<file path="config.mk">
export PLATFORM = sky130hd
export DESIGN_NAME = ttio_port
export DESIGN_NICKNAME = d
export VERILOG_FILES = /design/src/rtl/ttio_port.v
export VERILOG_INCLUDE_DIRS = /design/src /design/src/rtl
export SDC_FILE = /design/constraint.sdc
export NUM_CORES = 1
export LEC_CHECK = 0
export ABC_AREA = 1
export BUFFER_PORTS_ARGS = -buffer_cell sky130_fd_sc_hd__buf_2
export CAP_MARGIN = 15
export CORE_MARGIN = 4
export CORE_UTILIZATION = 60
export CTS_CLUSTER_SIZE = 8
export DETAILED_ROUTE_END_ITERATION = 10
export GPL_TIMING_DRIVEN = 1
export PLACE_DENSITY_LB_ADDON = 0.25
export SETUP_SLACK_MARGIN = 0.05
export SLEW_MARGIN = 0
export SYNTH_ARGS = -nofsm -noshare
export SYNTH_HDL_FRONTEND = slang
export SYNTH_SLANG_ARGS = --single-unit
</file>
<file path="constraint.sdc">
create_clock -name clk -period 3.5 [get_ports clk]
set_input_delay 0.175 -clock clk [delete_from_list [all_inputs] [get_ports clk]]
set_output_delay 0.175 -clock clk [all_outputs]
set_load 0.01 [all_outputs]
</file>
<file path="src/rtl/ttio_consts.vh">
// Constants for the isolated and TTL digital I/O port block.
// Assumes inclusion by bare name from the design file.
`ifndef TTIO_CONSTS_VH
`define TTIO_CONSTS_VH

// Register byte offsets from the card base
`define TTIO_OFS_ISO 2'h0
`define TTIO_OFS_UNUSED 2'h1
`define TTIO_OFS_TTL_LO 2'h2
`define TTIO_OFS_TTL_HI 2'h3

// Reset and fixed read values
`define TTIO_OUT_RST 8'h00
`define TTIO_UNUSED_RD 8'h00
`define TTIO_BASE_DEFAULT 8'hC0

// Interrupt source select codes
`define TTIO_SRC_ISO0 2'h0
`define TTIO_SRC_ISO1 2'h1
`define TTIO_SRC_TTL0 2'h2
`define TTIO_SRC_TTL1 2'h3

// Interrupt line select codes (one-hot outputs order: 2,3,5,6,7)
`define TTIO_IRQ_NONE 3'h0
`define TTIO_IRQ2 3'h1
`define TTIO_IRQ3 3'h2
`define TTIO_IRQ5 3'h3
`define TTIO_IRQ6 3'h4
`define TTIO_IRQ7 3'h5

// Interrupt pulse length in cycles
`define TTIO_IRQ_PULSE_CYC 4'h4

// Cycles after reset until synchronised inputs and jumpers are settled
`define TTIO_SETTLE_CYC 3'h5

`endif

</file>
<file path="src/rtl/ttio_port.v">
// Byte-wide host I/O port for a 24-channel (8 isolated, 16 TTL) digital module.
// Assumes host bus strobes are already synchronous to clk; field inputs
// and jumper settings are asynchronous and are synchronised here.
`include "ttio_consts.vh"
`default_nettype none

module ttio_port #(
	parameter ADDR_W = 10
) (
	input wire clk,
	input wire rst_n,
	input wire [ADDR_W-1:0] bus_addr,
	input wire bus_aen,
	input wire bus_iow_n,
	input wire bus_ior_n,
	input wire [7:0] bus_wdata,
	output reg [7:0] bus_rdata,
	output reg bus_rdata_oe,
	input wire [7:0] base_select_switch,
	input wire [2:0] irq_line_jumper,
	input wire [1:0] irq_source_jumper,
	input wire irq_edge_jumper,
	input wire [7:0] isolated_input,
	input wire [15:0] ttl_input,
	output reg [7:0] isolated_output,
	output reg [15:0] ttl_output,
	output reg [4:0] irq_out
);

	// Three-stage synchronisers for asynchronous inputs
	reg [7:0] iso_s1_ff, iso_s2_ff, iso_s3_ff;
	reg [15:0] ttl_s1_ff, ttl_s2_ff, ttl_s3_ff;
	reg [13:0] cfg_s1_ff, cfg_s2_ff, cfg_s3_ff;
	reg [7:0] iso_ff;
	reg [15:0] ttl_ff;
	reg [13:0] cfg_ff;
	wire [13:0] cfg_raw;

	assign cfg_raw = {base_select_switch, irq_line_jumper,
		irq_source_jumper, irq_edge_jumper};

	always @(posedge clk or negedge rst_n) begin
		if (!rst_n) begin
			iso_s1_ff <= 8'h00;
			iso_s2_ff <= 8'h00;
			iso_s3_ff <= 8'h00;
			ttl_s1_ff <= 16'h0000;
			ttl_s2_ff <= 16'h0000;
			ttl_s3_ff <= 16'h0000;
			cfg_s1_ff <= 14'h0000;
			cfg_s2_ff <= 14'h0000;
			cfg_s3_ff <= 14'h0000;
		end else begin
			iso_s1_ff <= isolated_input;
			iso_s2_ff <= iso_s1_ff;
			iso_s3_ff <= iso_s2_ff;
			ttl_s1_ff <= ttl_input;
			ttl_s2_ff <= ttl_s1_ff;
			ttl_s3_ff <= ttl_s2_ff;
			cfg_s1_ff <= cfg_raw;
			cfg_s2_ff <= cfg_s1_ff;
			cfg_s3_ff <= cfg_s2_ff;
		end
	end

	// A bit changes only once stages two and three agree
	wire [7:0] nxt_iso;
	wire [15:0] nxt_ttl;
	wire [13:0] nxt_cfg;
	assign nxt_iso = (iso_s2_ff & iso_s3_ff) | (iso_ff & (iso_s2_ff | iso_s3_ff));
	assign nxt_ttl = (ttl_s2_ff & ttl_s3_ff) | (ttl_ff & (ttl_s2_ff | ttl_s3_ff));
	assign nxt_cfg = (cfg_s2_ff & cfg_s3_ff) | (cfg_ff & (cfg_s2_ff | cfg_s3_ff));

	// Edge detection waits until every synchroniser has filled after reset,
	// so a pin or jumper that is already high gives no false interrupt
	reg cfg_valid_ff;
	reg [2:0] settle_cnt_ff;
	always @(posedge clk or negedge rst_n) begin
		if (!rst_n) begin
			iso_ff <= 8'h00;
			ttl_ff <= 16'h0000;
			cfg_ff <= 14'h0000;
			cfg_valid_ff <= 1'b0;
			settle_cnt_ff <= 3'h0;
		end else begin
			iso_ff <= nxt_iso;
			ttl_ff <= nxt_ttl;
			cfg_ff <= nxt_cfg;
			if (settle_cnt_ff != `TTIO_SETTLE_CYC)
				settle_cnt_ff <= settle_cnt_ff + 3'h1;
			cfg_valid_ff <= (settle_cnt_ff == `TTIO_SETTLE_CYC);
		end
	end

	wire [7:0] base_sel;
	wire [2:0] line_sel;
	wire [1:0] src_sel;
	wire edge_fall;
	assign base_sel = cfg_ff[13:6];
	assign line_sel = cfg_ff[5:3];
	assign src_sel = cfg_ff[2:1];
	assign edge_fall = cfg_ff[0];

	// Address decode: A9..A2 against switches, A1..A0 pick the byte
	wire hit;
	wire [1:0] ofs;
	assign hit = !bus_aen && (bus_addr[9:2] == base_sel);
	assign ofs = bus_addr[1:0];

	// Write strobe edge: latch on the falling edge of the write strobe
	reg iow_d_ff;
	always @(posedge clk or negedge rst_n) begin
		if (!rst_n)
			iow_d_ff <= 1'b1;
		else
			iow_d_ff <= bus_iow_n;
	end
	wire wr_stb;
	assign wr_stb = hit && iow_d_ff && !bus_iow_n;

	// Output latches
	always @(posedge clk or negedge rst_n) begin
		if (!rst_n) begin
			isolated_output <= `TTIO_OUT_RST;
			ttl_output <= {`TTIO_OUT_RST, `TTIO_OUT_RST};
		end else if (wr_stb) begin
			case (ofs)
			`TTIO_OFS_ISO: isolated_output <= bus_wdata;
			`TTIO_OFS_TTL_LO: ttl_output[7:0] <= bus_wdata;
			`TTIO_OFS_TTL_HI: ttl_output[15:8] <= bus_wdata;
			default: ;
			endcase
		end
	end

	// Read data, driven from the clock after a decoded read starts until the clock after it ends
	reg [7:0] nxt_rdata;
	always @* begin
		case (ofs)
		`TTIO_OFS_ISO: nxt_rdata = iso_ff;
		`TTIO_OFS_TTL_LO: nxt_rdata = ttl_ff[7:0];
		`TTIO_OFS_TTL_HI: nxt_rdata = ttl_ff[15:8];
		default: nxt_rdata = `TTIO_UNUSED_RD;
		endcase
	end

	always @(posedge clk or negedge rst_n) begin
		if (!rst_n) begin
			bus_rdata <= 8'h00;
			bus_rdata_oe <= 1'b0;
		end else begin
			bus_rdata <= nxt_rdata;
			bus_rdata_oe <= hit && !bus_ior_n;
		end
	end

	// Interrupt source, edge and line
	reg src_lvl;
	always @* begin
		case (src_sel)
		`TTIO_SRC_ISO0: src_lvl = iso_ff[0];
		`TTIO_SRC_ISO1: src_lvl = iso_ff[1];
		`TTIO_SRC_TTL0: src_lvl = ttl_ff[0];
		default: src_lvl = ttl_ff[1];
		endcase
	end

	reg src_d_ff;
	reg [3:0] pulse_cnt_ff;
	reg [3:0] nxt_pulse_cnt;
	wire trig;
	always @(posedge clk or negedge rst_n) begin
		if (!rst_n)
			src_d_ff <= 1'b0;
		else
			src_d_ff <= src_lvl;
	end
	// Suppress a spurious edge while configuration settles after reset
	assign trig = cfg_valid_ff &&
		(edge_fall ? (src_d_ff && !src_lvl) : (!src_d_ff && src_lvl));

	always @* begin
		if (trig)
			nxt_pulse_cnt = `TTIO_IRQ_PULSE_CYC;
		else if (pulse_cnt_ff != 4'h0)
			nxt_pulse_cnt = pulse_cnt_ff - 4'h1;
		else
			nxt_pulse_cnt = 4'h0;
	end

	reg [4:0] nxt_irq;
	always @* begin
		nxt_irq = 5'h00;
		if (nxt_pulse_cnt != 4'h0) begin
			case (line_sel)
			`TTIO_IRQ2: nxt_irq = 5'h01;
			`TTIO_IRQ3: nxt_irq = 5'h02;
			`TTIO_IRQ5: nxt_irq = 5'h04;
			`TTIO_IRQ6: nxt_irq = 5'h08;
			`TTIO_IRQ7: nxt_irq = 5'h10;
			default: nxt_irq = 5'h00;
			endcase
		end
	end

	always @(posedge clk or negedge rst_n) begin
		if (!rst_n) begin
			pulse_cnt_ff <= 4'h0;
			irq_out <= 5'h00;
		end else begin
			pulse_cnt_ff <= nxt_pulse_cnt;
			irq_out <= nxt_irq;
		end
	end

endmodule // ttio_port

`default_nettype wire

</file>
==> impl_metrics.ini <==
[status]
outcome = complete, no violations

[detailed_routing]
wl_microns = 12400
drtIter0Drc = 317
num_vias = 3962
first_pass_iters = 4
vias_per_cell = 5.11
drc = 0
final_antenna_net_count = 0
wl_per_cell_microns = 16.0

[power]
power.clock.fraction = 0.369
peakVddDrop_uv = 395
p_sw_frac = 0.235
p_int_mw = 3.64
power_density_nw_per_um2 = 578
p_leak_nw = 4.07
pwr-share-seq = 0.536
p_comb_frac = 0.094
finalPower_mw = 4.76
switchingPower_mw = 1.12

[layout]
post-route-util = 0.787
num_antenna_cells = 0
multi_input_area_sq_um = 1390
drive_above_1_share = 0.238
synthToLayoutAreaGrowth_pct = 25.8
seqCellArea_sq_um = 5010
num-fill-cells = 646
nNetsFinal = 693
layout.cells.most_common = dfrtp_1
final_cell_mix = dfrtp_1 (199), nand2_1 (101), buf_2 (97)

[yosys]
synth_warnings = 0
synthesis.area_sq_um = 6540
syn_avg_cell_area_sq_um = 14.0
ys_seq_area_frac = 0.765
synth_fp_nets = 531
postSynthCellCount = 467
yosysUniqueCellTypes = 29
ys_ff_latch = 200

[sta]
fmax_ghz = 0.598
drv_slew = 0
finalHoldViolCount = 0
fin_crit_ns = 1.67
finalSetupViolations = 0
clock_skew_ns = 0.0106
setup_tns_ns = 0
relSlewSlack = 0.388
fin_ws_ns = 1.83
max_slew.worst_pin.slew_ns = 0.917
timing.final.crit_share = 0.478
grt_setup_unrepaired = no

[global_route]
antenna_found_initial = 0
grt_pass1_wl_microns = 20500
grt_start_max_net_pins = 115
grt_util_all_layers = 0.213
grt_pass1_vias = 4111
grt-ovfl-total = 0

[floorplanning]
die-area_sq_um = 12600
start_util = 0.625
rows = 37
core_area_sq_um = 10500
die_h_microns = 112
io_pins = 99
die_w_microns = 112

[clock_network]
path_clk_slew_ns = 0.07
ctsResizeCount = 0
clock_latency_ns = 0.53
h-tree-depth = 4
cts_sinks = 200
clockRootBuffer = clkbuf_8
cts_tree = built
clockBufferDepth = 2
cts_buffers = 17

[worst_setup_path]
crit_type = reg -> reg
worstPathRequired_ns = 3.91
critPathMaxStageDelay_ns = 0.56
startpoint_type = flip-flop
rr_worst_depth = 6
startpoint = cfg_ff[9]
worstPathCellList = or2_2, nand2_1, nor2_2, nand3_2, nor3_1, dlygate4sd3_1
crit_slowest_cell = dlygate4sd3_1
r2r_setup_slack_ns = 1.83
r2r_end = bus_rdata_oe
path_max_fanout = 3
worst_setup_path_end_kind = flip-flop
regToRegStartpoint = cfg_ff[9]
worstPathArrival_ns = 2.08
critical_path.endpoint = bus_rdata_oe

[placement]
port_buffers = 98
pre_cts_ws_ns = 1.88
dp_hpwl_microns = 7780
routabilityCongestion = 0.860

[min_path]
hold_path_class = in -> reg

[flow_run]
maxCapViolCount = 0
==> cells in the mapped netlist <==
cell type	count	area [sq um]
a21oi_1	1	5.00
and3_1	1	6.26
buf_2	1	5.00
buf_6	2	22.5
clkbuf_1	4	15.0
clkinv_1	1	3.75
dfrtp_1	199	4980
dfstp_2	1	26.3
ha_1	3	37.5
inv_1	24	90.1
inv_2	4	15.0
maj3_1	38	380
nand2_1	101	379
nand2_2	3	18.8
nand3_1	21	105
nand3_2	2	20.0
nand3b_1	1	7.51
nand4_1	25	156
nand4_4	3	63.8
nor2_1	11	41.3
nor2_2	5	31.3
nor2_4	4	45.0
nor3_1	1	5.00
o21ai_0	2	10.0
or2_1	4	25.0
or2_2	1	6.26
xnor2_1	2	17.5
xnor2_2	1	16.3
xor2_1	1	8.76
==> state kept, by name, summed over array words and instances, names as in the netlist, 5 cells and up <==
| name | cells |
|---|---|
| bus_rdata | 8 |
| irq_out | 5 |
| iso_s3_ff | 8 |
| cfg_s3_ff | 14 |
| ttl_output | 16 |
| ttl_s3_ff | 16 |
| ttl_ff | 16 |
| isolated_output | 8 |
| cfg_s1_ff | 14 |
| cfg_s2_ff | 14 |
| iso_s2_ff | 8 |
| ttl_s2_ff | 16 |
| cfg_ff | 14 |
| ttl_s1_ff | 16 |
| iso_s1_ff | 8 |
| iso_ff | 8 |
==> through the flow <==
stage	instance area [sq um]	hold slack, ns	cells
2_1_floorplan	6540	-0.121	467
3_3_place_gp	7200	0.283	696
3_5_place_dp	7200	0.284	696
4_1_cts	8230	0.114	775
5_1_grt	8230	0.149	775
6_report	8230	0.146	775
==> layer usage <==
| layer | track usage | part of all wire | routed length [microns] |
|---|---|---|---|
| met5 | 0 | 0 | 0 |
| met4 | 0.0865 | 0.022 | 277 |
| met3 | 0.0679 | 0.060 | 746 |
| met2 | 0.347 | 0.52 | 6400 |
| met1 | 0.268 | 0.40 | 4980 |
==> worst max-delay path: cells and delay by family, from the launching register on <==
family,cells,cell delay (ns)
buffers and inverters,1,0.56
and+or+nand+nor,5,0.60
DFF,1,0.40
==> power by group through the flow <==
stage / Clock, mW / Sequential, mW / Combinational (mW)
2_1_floorplan: 0 / 2.58 / 0.229
3_3_place_gp: 0 / 2.58 / 0.376
3_5_place_dp: 0 / 2.59 / 0.401
4_1_cts: 1.79 / 2.55 / 0.453
5_1_grt: 1.91 / 2.57 / 0.505
6_report: 1.76 / 2.55 / 0.450
==> cell type report <==
| type | count | area share |
|---|---|---|
| Sequential cell | 200 | 0.608 |
| Clock buffer | 21 | 0.0558 |
| Timing Repair Buffer | 150 | 0.125 |
| Tap cell | 136 | 0.0207 |
| Multi-Input combinational cell | 231 | 0.168 |
| Inverter | 29 | 0.0132 |
| Clock inverter | 8 | 0.00912 |
==> logic make-up after synthesis <==
group                    after synthesis  synth area share
XOR/XNOR                               4           0.00650
AO/OA/AOI/OAI                          3           0.00229
flip-flops                           200             0.765
buffers and inverters                 36            0.0231
adder cells (fa/ha/maj)               41            0.0639
AND/OR/NAND/NOR                      183             0.139
==> worst min path at each step <==
stage          slack (ns)  depth (start not counted)             startpoint            endpoint
6_report             0.15                          4            bus_addr[1]  isolated_output[1]
5_1_grt              0.15                          4            bus_addr[1]        bus_rdata[6]
4_1_cts              0.11                          4            bus_addr[1]        bus_rdata[6]
3_5_place_dp         0.28                          1  base_select_switch[3]        cfg_s1_ff[9]
3_3_place_gp         0.28                          1      isolated_input[2]        iso_s1_ff[2]
2_1_floorplan       -0.12                          0                  rst_n        bus_rdata[0]
==> what timing repair did <==
action	4_1_cts	5_1_grt
buffers inserted	0	0
hold endpoints to repair	175	0
hold buffers	50	0
Power figures use the tool's default switching activity.
